## config.mk

```make
export PLATFORM = sky130hd
export DESIGN_NAME = rtu_return_unit
export DESIGN_NICKNAME = d
export VERILOG_FILES = /design/src/common/rtu_pkg.sv /design/src/core/rtu_mc_tick.sv /design/src/core/rtu_return_unit.sv
export SDC_FILE = /design/constraint.sdc
export NUM_CORES = 1
export LEC_CHECK = 0
export BUFFER_PORTS_ARGS = -buffer_cell sky130_fd_sc_hd__buf_4
export CAP_MARGIN = 25
export CORE_MARGIN = 3
export CORE_UTILIZATION = 30
export DETAILED_ROUTE_END_ITERATION = 10
export HOLD_SLACK_MARGIN = 0.06
export PLACE_DENSITY = 0.49
export SYNTH_ARGS = -nofsm -noshare
export SYNTH_HDL_FRONTEND = slang
export SYNTH_HIERARCHICAL = 1
export SYNTH_SLANG_ARGS = --single-unit
```

## constraint.sdc

```tcl
create_clock -name i_clock -period 4.5 [get_ports i_clock]
set_input_delay 0.9 -clock i_clock [delete_from_list [all_inputs] [get_ports i_clock]]
set_output_delay 0.9 -clock i_clock [all_outputs]
set_load 0.005 [all_outputs]
```

## src/common/rtu_pkg.sv

```systemverilog
// Package for the return instruction unit: opcodes, widths, timing.
// Assumes a single 20 MHz core clock and one-byte-wide stack reads.
package rtu_pkg;
  localparam int RTU_CLK_HZ = 20_000_000;
  localparam int RTU_CLKS_PER_MC = 4;
  localparam logic [7:0] RTU_OP_SUB_RET = 8'h22;
  localparam logic [7:0] RTU_OP_INT_RET = 8'h32;
  localparam int RTU_MACHINE_CYCLES = 2;
  localparam logic [7:0] RTU_SP_RESET = 8'h07;
  localparam logic [15:0] RTU_PC_RESET = 16'h0000;
  localparam logic [1:0] RTU_MC_CNT_RESET = 2'h0;

  typedef enum logic [2:0] {
    RTU_IDLE,
    RTU_POP_HI,
    RTU_POP_LO,
    RTU_FINISH
  } rtu_state_t;
endpackage : rtu_pkg

```

## src/core/rtu_mc_tick.sv

```systemverilog
// Machine cycle divider: one-cycle enable pulse every RTU_CLKS_PER_MC clocks.
// Assumes the core clock and reset of the surrounding core.
`timescale 1ns/1ps
module rtu_mc_tick #(
  parameter int DIV = 4
) (
  // Clock and reset
  input wire logic i_clock,
  input wire logic i_rst_n,
  // Enable
  output logic o_tick
);
  import rtu_pkg::*;

  initial begin
    if (DIV < 2 || DIV > 256) begin
      $error("rtu_mc_tick: DIV out of range");
    end
  end

  typedef struct packed {
    logic [7:0] cnt;
    logic tick;
  } rtu_tick_state_t;

  rtu_tick_state_t s_q;
  rtu_tick_state_t s_d;

  always_comb begin
    s_d = s_q;
    s_d.tick = 1'b0;
    if (s_q.cnt == 8'(DIV - 1)) begin
      s_d.cnt = 8'h00;
      s_d.tick = 1'b1;
    end else begin
      s_d.cnt = s_q.cnt + 8'h01;
    end
  end

  always_ff @(posedge i_clock or negedge i_rst_n) begin
    if (!i_rst_n) begin
      s_q <= '0;
    end else begin
      s_q <= s_d;
    end
  end

  assign o_tick = s_q.tick;
endmodule : rtu_mc_tick

```

## src/core/rtu_return_unit.sv

```systemverilog
// Return instruction unit: executes subroutine return and interrupt return.
// Assumes the core presents one opcode with a start strobe, and a stack
// memory that returns the addressed byte combinationally in the same cycle.
//
// Summary of operation
// [RULE_01] Interrupt return pops program counter high byte first, then low byte.
// [RULE_02] Interrupt return re-arms interrupt acceptance at the serviced priority level.
// [RULE_03] Stack pointer ends at its starting value minus two, decrement after each pop.
// [RULE_04] Only program counter and stack pointer change; status word is never restored.
// [RULE_05] Fetch resumes at the address built from the two popped bytes.
// [RULE_06] A pending lower or equal interrupt waits for one more instruction; the code blocks any pending interrupt, with no level compare.
// [RULE_07] Subroutine return is one opcode byte and takes two machine cycles.
// [RULE_08] Opcode 0x22 is subroutine return, 0x32 is interrupt return.
`timescale 1ns/1ps
module rtu_return_unit (
  // Clock and reset
  input wire logic i_clock,
  input wire logic i_rst_n,
  // Instruction issue
  input wire logic i_start,
  input wire logic [7:0] i_opcode,
  input wire logic [7:0] i_stack_pointer,
  // Stack memory read
  input wire logic [7:0] i_stack_data,
  output logic [7:0] o_stack_addr,
  output logic o_stack_rd,
  // Interrupt controller
  input wire logic i_irq_pending,
  input wire logic i_instr_done,
  output logic o_int_rearm,
  output logic o_irq_block,
  // Results to the core
  output logic o_busy,
  output logic o_done,
  output logic o_illegal,
  output logic [15:0] o_program_counter,
  output logic [7:0] o_stack_pointer,
  output logic o_pc_load,
  output logic o_sp_load
);
  import rtu_pkg::*;

  typedef struct packed {
    rtu_state_t st;
    logic is_int;
    logic [1:0] mc;
    logic [7:0] sp;
    logic [15:0] pc;
    logic [7:0] addr;
    logic rd;
    logic rearm;
    logic block;
    logic busy;
    logic done;
    logic illegal;
    logic pc_load;
    logic sp_load;
  } rtu_regs_t;

  rtu_regs_t r_q;
  rtu_regs_t r_d;
  logic tick;

  // Decode of the two opcodes this unit owns; anything else is refused
  function automatic logic rtu_is_return(input logic [7:0] op);
    rtu_is_return = (op == RTU_OP_SUB_RET) || (op == RTU_OP_INT_RET);
  endfunction : rtu_is_return

  function automatic logic rtu_is_int_return(input logic [7:0] op);
    rtu_is_int_return = (op == RTU_OP_INT_RET);
  endfunction : rtu_is_int_return

  // Stack grows upward, so every pop steps the pointer down and wraps at zero
  function automatic logic [7:0] rtu_sp_dec(input logic [7:0] sp);
    rtu_sp_dec = sp - 8'h01;
  endfunction : rtu_sp_dec

  // The machine cycle counter is two bits wide
  initial begin
    if (RTU_MACHINE_CYCLES < 1 || RTU_MACHINE_CYCLES > 4) begin
      $error("rtu_return_unit: machine cycle count does not fit the counter");
    end
  end

  // Flow: IDLE takes the opcode, POP_HI reads the byte at the pointer,
  // POP_LO reads the byte one below, FINISH waits for the second machine
  // cycle tick and then publishes both results in one pulse. Results are
  // only loaded at the end so the core never sees a half-popped counter.

  rtu_mc_tick #(
    .DIV(RTU_CLKS_PER_MC)
  ) u_tick (
    .i_clock(i_clock),
    .i_rst_n(i_rst_n),
    .o_tick(tick)
  );

  // The status word is not an input or output here at all, so it cannot change.
  always_comb begin // RULE_04
    r_d = r_q;
    r_d.done = 1'b0;
    r_d.illegal = 1'b0;
    r_d.rearm = 1'b0;
    r_d.pc_load = 1'b0;
    r_d.sp_load = 1'b0;
    r_d.rd = 1'b0;
    // Block lasts through the one following instruction
    if (r_q.block && i_instr_done && !r_q.busy) begin
      r_d.block = 1'b0; // RULE_06
    end
    case (r_q.st)
      RTU_IDLE: begin
        if (i_start) begin
          if (rtu_is_return(i_opcode)) begin // RULE_08
            r_d.is_int = rtu_is_int_return(i_opcode); // RULE_08
            r_d.sp = i_stack_pointer;
            r_d.addr = i_stack_pointer;
            r_d.busy = 1'b1;
            r_d.mc = RTU_MC_CNT_RESET;
            r_d.st = RTU_POP_HI;
          end else begin
            r_d.illegal = 1'b1;
          end
        end
      end
      RTU_POP_HI: begin
        // First read returns the high byte
        r_d.rd = 1'b1;
        r_d.pc[15:8] = i_stack_data; // RULE_01
        r_d.sp = rtu_sp_dec(r_q.sp); // RULE_03
        r_d.addr = rtu_sp_dec(r_q.sp);
        r_d.st = RTU_POP_LO;
      end
      RTU_POP_LO: begin
        r_d.rd = 1'b1;
        r_d.pc[7:0] = i_stack_data; // RULE_01
        r_d.sp = rtu_sp_dec(r_q.sp); // RULE_03
        r_d.st = RTU_FINISH;
      end
      RTU_FINISH: begin
        // Hold results until two machine cycles have elapsed
        if (tick) begin
          r_d.mc = r_q.mc + 2'h1;
        end
        if (tick && r_q.mc == 2'(RTU_MACHINE_CYCLES - 1)) begin // RULE_07
          r_d.st = RTU_IDLE;
          r_d.busy = 1'b0;
          r_d.done = 1'b1;
          r_d.pc_load = 1'b1; // RULE_05
          r_d.sp_load = 1'b1; // RULE_03
          if (r_q.is_int) begin
            r_d.rearm = 1'b1; // RULE_02
            r_d.block = i_irq_pending; // RULE_06
          end
        end
      end
      default: begin
        r_d.st = RTU_IDLE;
        r_d.busy = 1'b0;
      end
    endcase
    if (r_q.st != RTU_IDLE && r_q.st != RTU_FINISH && tick) begin
      r_d.mc = r_q.mc + 2'h1;
    end
  end

  always_ff @(posedge i_clock or negedge i_rst_n) begin
    if (!i_rst_n) begin
      r_q <= '{st: RTU_IDLE, sp: RTU_SP_RESET, pc: RTU_PC_RESET,
               mc: RTU_MC_CNT_RESET, default: '0};
    end else begin
      r_q <= r_d;
    end
  end

  assign o_stack_addr = r_q.addr;
  assign o_stack_rd = r_q.rd;
  assign o_int_rearm = r_q.rearm;
  assign o_irq_block = r_q.block;
  assign o_busy = r_q.busy;
  assign o_done = r_q.done;
  assign o_illegal = r_q.illegal;
  assign o_program_counter = r_q.pc;
  assign o_stack_pointer = r_q.sp;
  assign o_pc_load = r_q.pc_load;
  assign o_sp_load = r_q.sp_load;
endmodule : rtu_return_unit

```

After elaboration in Yosys (flattened, before gate mapping)
Index checks and enable logic that the tools add are counted.

operators by class
  add/sub/neg operators = 3
  $mul = 0
  div/mod/pow operators = 0
  $lt $le $gt $ge = 0
  eq/ne operators = 14
  shift operators = 0
  mux-type cells = 27
  bitwise gates (word level) = 1
  reduce and logical (&&, ||, !) cells = 19

operators with widths
  operator                                                                number
  8-bit one-hot mux with 2 select lines                                   2
  14-bit two-way mux                                                      2
  8-bit two-way mux                                                       3
  8-bit by 6-bit equality test with 1-bit output (second input constant)  2
  2-bit two-way mux                                                       6
  3-bit one-hot mux with 4 select lines                                   1
  3-bit AND reduction                                                     4
  1-bit two-way mux                                                       9
  8-bit by 1-bit adder with 8-bit output (second input constant)          1
  8-bit by 2-bit equality test with 1-bit output (second input constant)  1
  4-bit AND reduction                                                     2
  8-bit by 1-bit subtractor with 8-bit output (second input constant)     1
  3-bit by 2-bit equality test with 1-bit output (second input constant)  2
  2-bit != test (second input constant)                                   3
  3-bit by 2-bit != test with 1-bit output (second input constant)        2
  3-bit != test (second input constant)                                   2
  3-bit nonzero test                                                      2
  1-bit logical AND                                                       5
  4-bit two-way mux                                                       1
  2-bit one-hot mux with 2 select lines                                   1
  2-bit nonzero test                                                      2
  3-bit by 1-bit equality test with 1-bit output (second input constant)  1
  3-bit zero test                                                         1
  3-bit two-way mux                                                       1
  other kinds (7)                                                         7

storage, ports and cells
  register bits = 55
  latch bits = 0
  RAM bits = 0
  bits in read-only memories = 0
  bits of input ports = 29
  word-level logic and storage cells = 81
  memories kept = 0

Longest topological paths before layout
  depth after elaboration = 6
  depth in mapped cells = 7

By module
The synthesis kept the hierarchy.

modules (own cells, without submodules)
  module           instances  cells an instance  area an instance (um^2)
  rtu_return_unit  1          236                2438.6
  rtu_mc_tick      1          30                 384.1

Worst setup path before layout
OpenSTA, ideal clock, no wires.

  path type = input to register
  from = in i_opcode[0]
  to = reg r_q (netlist bit o_stack_pointer[2])
  library setup time = 0.105 ns
  data arrival time = 2.090 ns
  setup slack = 2.305 ns
  stages = 4
  buffers on the path = 0
  cell sequence = or4bb_1 -> o21ai_4 -> o21ai_2 -> a222oi_1

between the ends
  cells in the longest elaborated chain, start to end = 4

ends and longest elaborated chain
  item                                            RTL line                source
  start, declared                                 rtu_return_unit.sv:21   input wire logic [7:0] i_opcode,
  8-bit by 6-bit equality test with 1-bit output  rtu_return_unit.sv:66   rtu_is_return = (op == RTU_OP_SUB_RET) || (op == RTU_OP_INT_RET);
  1-bit logical OR *                              rtu_return_unit.sv:66
  2-bit != test (no line) *                       --
  3-bit AND reduction (no line) *                 --
  end signal, assigned                            rtu_return_unit.sv:169  r_q <= '{st: RTU_IDLE, sp: RTU_SP_RESET, pc: RTU_PC_RESET,
  end signal, assigned                            rtu_return_unit.sv:172  r_q <= r_d;
  end, declared                                   rtu_return_unit.sv:60   rtu_regs_t r_q;

Mark *: on every way between the ends. The rest lies on a longest branch, timed or not.
A chain may end at the register's enable or synchronous reset.

Final worst setup path
  from = reg r_q[44] (netlist name)
  to = reg r_q (netlist bit o_stack_pointer[6])

between the ends
  cells in the longest elaborated chain, start to end = 4

ends and longest elaborated chain
  item                                                                                                                     RTL line                source
  3-bit by 2-bit equality test with 1-bit output / 3-bit by 1-bit equality test with 1-bit output (equally long branches)  rtu_return_unit.sv:111  case (r_q.st)
  2-bit OR reduction (no line)                                                                                             --
  2-bit nonzero test (no line)                                                                                             --
  3-bit AND reduction (no line)                                                                                            --

Parallel ways exist; a longest one is shown, timed or not.

==> metrics.yaml <==
status: "finished clean"
cp.required_ns: 4.71
numCtsBuffers: 5
worst_pin_slew_ns: 0.996
synth_edf_count: 0
hold_class: "reg2reg"
clkSinkCount: 52
syn_nets: 303
nFillCells: 908
post_cts_resized: 0
postSynthAreaPerCell_um2: 10.6
clockBufferDepth: 2
syn_to_final_growth_pct: 16.3
final-instance-count-excl-fill: 409
peakVddDrop_mv: 0.181
switching_share_pct: 38.0
fin_crit_ns: 2.60
antenna_cells: 0
cp_slowest_stage_delay_ns: 0.73
grt_pass1_wl_um: 10300
slew_viol_final: 0
drc: 0
drive_above_1_share_pct: 36.9
switchingPower_mw: 0.768
power_frac_comb_pct: 47.4
grt_pass1_vias: 1948
crit_path_start_kind: "flop"
insertion_delay_ns: 0.32
ctsHoldBuffers: 0
ioPinCount: 69
die-area_mm2: 0.0106
h-tree-depth: 2
root_buffer: "clkbuf_8"
drt_iter0_markers: 80
pwr-share-clk_pct: 14.5
cts_tree: "built"
worst_setup_path_end_kind: "flop"
die_y_um: 103
synth_seq_cells: 52
place_inst: 400
setup_violations: 0
slew_headroom_pct: 33.6
ys_seq_area_share_pct: 46.2
period_share_pct: 57.9
crit_buf_inv: 2
floorplan.die.width_um: 103
syn_inst: 266
seq_area_mm2: 0.00131
p_int_mw: 1.25
fin_setup_tns_ns: 0
start_util_pct: 31.6
postSynth.asyncResetShare_pct: 100
cp.arrival_ns: 2.82
cpMostUsedCell: "inv_1"
max_freq_ghz: 0.384
crit_chain: "inv_1, ha_1, inv_1, a21oi_1, o21ai_0, a222oi_1"
rows: 34
vias_per_cell: 4.95
grt_max_degree: 53
place_congestion: 0.762
post-cts-setup-buffer-count: 0
syn_area_mm2: 0.00282
grt_overflow: 0
finalPower_mw: 2.02
ant_nets: 0
path_max_fanout: 13
grt_usage_pct: 12.4
drt_pass1_iterations: 4
rsz0062_at_grt: "no"
dp_hpwl_um: 4430
synthFlopType: "dfrtp_1"
clock_skew_ns: 0.0100
wl_per_cell_um: 15.4
clk_pin_slew_worst_paths_ns: 0.11
powerDensity_mw_per_mm2: 615
critPathKind: "reg2reg"
synth_warnings: 6
hold_viol: 0
synth.distinct_cells: 56
cellLeakagePower_nw: 1.53
drv_cap: 0
cp_slowest_cell: "a21oi_1"
route.vias.total: 2023
fin_nets: 337
finalWirelength_um: 6280
seqPwrFrac_pct: 38.1
multi_input_area_mm2: 0.00117
grt_antenna_before_repair: 0
port_buffers: 68
core_area_mm2: 0.00893
cp_top_family: "compound AO/OA/AOI/OAI gates"
power groups by stage:
stage	Sequential, mW	Combinational (mW)	Clock (mW)
2_1_floorplan	0.746	0.775	0
3_3_place_gp	0.782	0.960	0
3_5_place_dp	0.783	0.972	0
4_1_cts	0.773	0.975	0.310
5_1_grt	0.795	1.08	0.323
6_report	0.770	0.956	0.293
kinds of logic (layout without fill, tap and decap cells):
family / Yosys count / after routing / share of synthesized area, %
AOI/OAI and AO/OA: 58 / 58 / 14.0
and+or+nand+nor: 57 / 57 / 12.0
buffers and inverters: 59 / 94 / 12.5
DFF: 52 / 52 / 46.2
adders and majority gates: 8 / 8 / 3.55
xor gates and xnor gates: 8 / 8 / 2.48
muxes: 24 / 24 / 9.31
metrics by stage:
| step | hold slack (ns) | instance area, µm² | utilization (%) | worst slack [ns] |
|---|---|---|---|---|
| 6_report | 0.489 | 3280 | 36.7 | 1.90 |
| 5_1_grt | 0.525 | 3280 | 36.7 | 1.65 |
| 4_1_cts | 0.497 | 3270 | 36.7 | 1.89 |
| 3_5_place_dp | 0.476 | 3180 | 35.6 | 1.77 |
| 2_1_floorplan | 0.447 | 2820 | - | 2.30 |
| 3_3_place_gp | 0.464 | 3180 | 35.6 | 1.85 |
synth_stat cells, drive strengths merged, types with 2 or more instances:
cell type  number  area (µm²)
mux2i           6        60.1
buf            36         265
a31o            2        17.5
a21oi          10        50.1
xnor2           7        61.3
clkbuf          6        22.5
nand2          17        63.8
or2             2        12.5
o31ai           2        15.0
dfrtp          49        1230
nor2            7        26.3
and3            5        31.3
o21ai          21         120
nand3           6        30.0
a31oi           3        18.8
o221ai          2        17.5
nor3            3        31.3
a222oi          3        30.0
dfstp           3        78.8
nor4            2        12.5
a21boi          4        30.0
and2            3        18.8
mux2           18         203
inv            17        63.8
ha              8         100
state kept, by name (all words and copies together) (netlist names):
register	flops
o_int_rearm	1
u_tick/s_q	8
o_busy	1
o_stack_rd	1
u_tick/o_tick	1
o_irq_block	1
o_program_counter	16
r_q	5
o_illegal	1
o_done	1
o_stack_pointer	8
o_stack_addr	8
cell type report:
class / count / share of cell area (%)
Clock inverter: 3 / 0.762
Sequential cell: 52 / 39.8
Multi-Input combinational cell: 155 / 35.5
Tap cell: 108 / 4.12
Inverter: 17 / 1.94
Clock buffer: 5 / 2.10
Timing Repair Buffer: 69 / 15.8
final timing paths:
path,start,endpoint,slack (ns),cells past startpoint
setup reg to reg,r_q[44],o_stack_pointer[6],1.90,6
hold / removal,u_tick/s_q[8],u_tick/s_q[8],0.49,1
hold reg to reg,u_tick/s_q[8],u_tick/s_q[8],0.49,1
min in group asynchronous,i_rst_n,o_stack_pointer[4],0.61,1
max in group asynchronous,i_rst_n,o_stack_pointer[5],3.43,1
setup / recovery,r_q[44],o_stack_pointer[6],1.90,6
layout by cell type (no fill, tap or decap), types with 2 or more instances in the layout:
master / count
buf_4: 68
dfrtp_1: 49
o21ai_0: 18
mux2_2: 18
inv_1: 17
nand2_1: 17
a21oi_1: 10
ha_1: 8
nor2_1: 7
xnor2_1: 7
nand3_1: 6
mux2i_1: 6
and3_1: 5
clkbuf_8: 5
and2_1: 3
a31oi_1: 3
a222oi_1: 3
a21boi_0: 3
dfstp_2: 3
a31o_2: 2
or2_2: 2
o221ai_1: 2
o31ai_1: 2
nor4_1: 2
inv_6: 2
worst register-to-register path, cell delays in order, from the launching register on:
cell	delay, ns
dfrtp_1	0.42
inv_1	0.13
ha_1	0.53
inv_1	0.21
a21oi_1	0.73
o21ai_0	0.20
a222oi_1	0.28
metal layers:
| layer | GRT usage, % | vias to the layer above | share of wire, % |
|---|---|---|---|
| met1 | 17.3 | 987 | 48 |
| met4 | 4.18 | 0 | 1.8 |
| met2 | 19.0 | 57 | 45 |
| li1 | - | 972 | - |
| met5 | 0 | - | 0 |
| met3 | 2.84 | 7 | 5.0 |
Power figures use the tool's default switching activity.
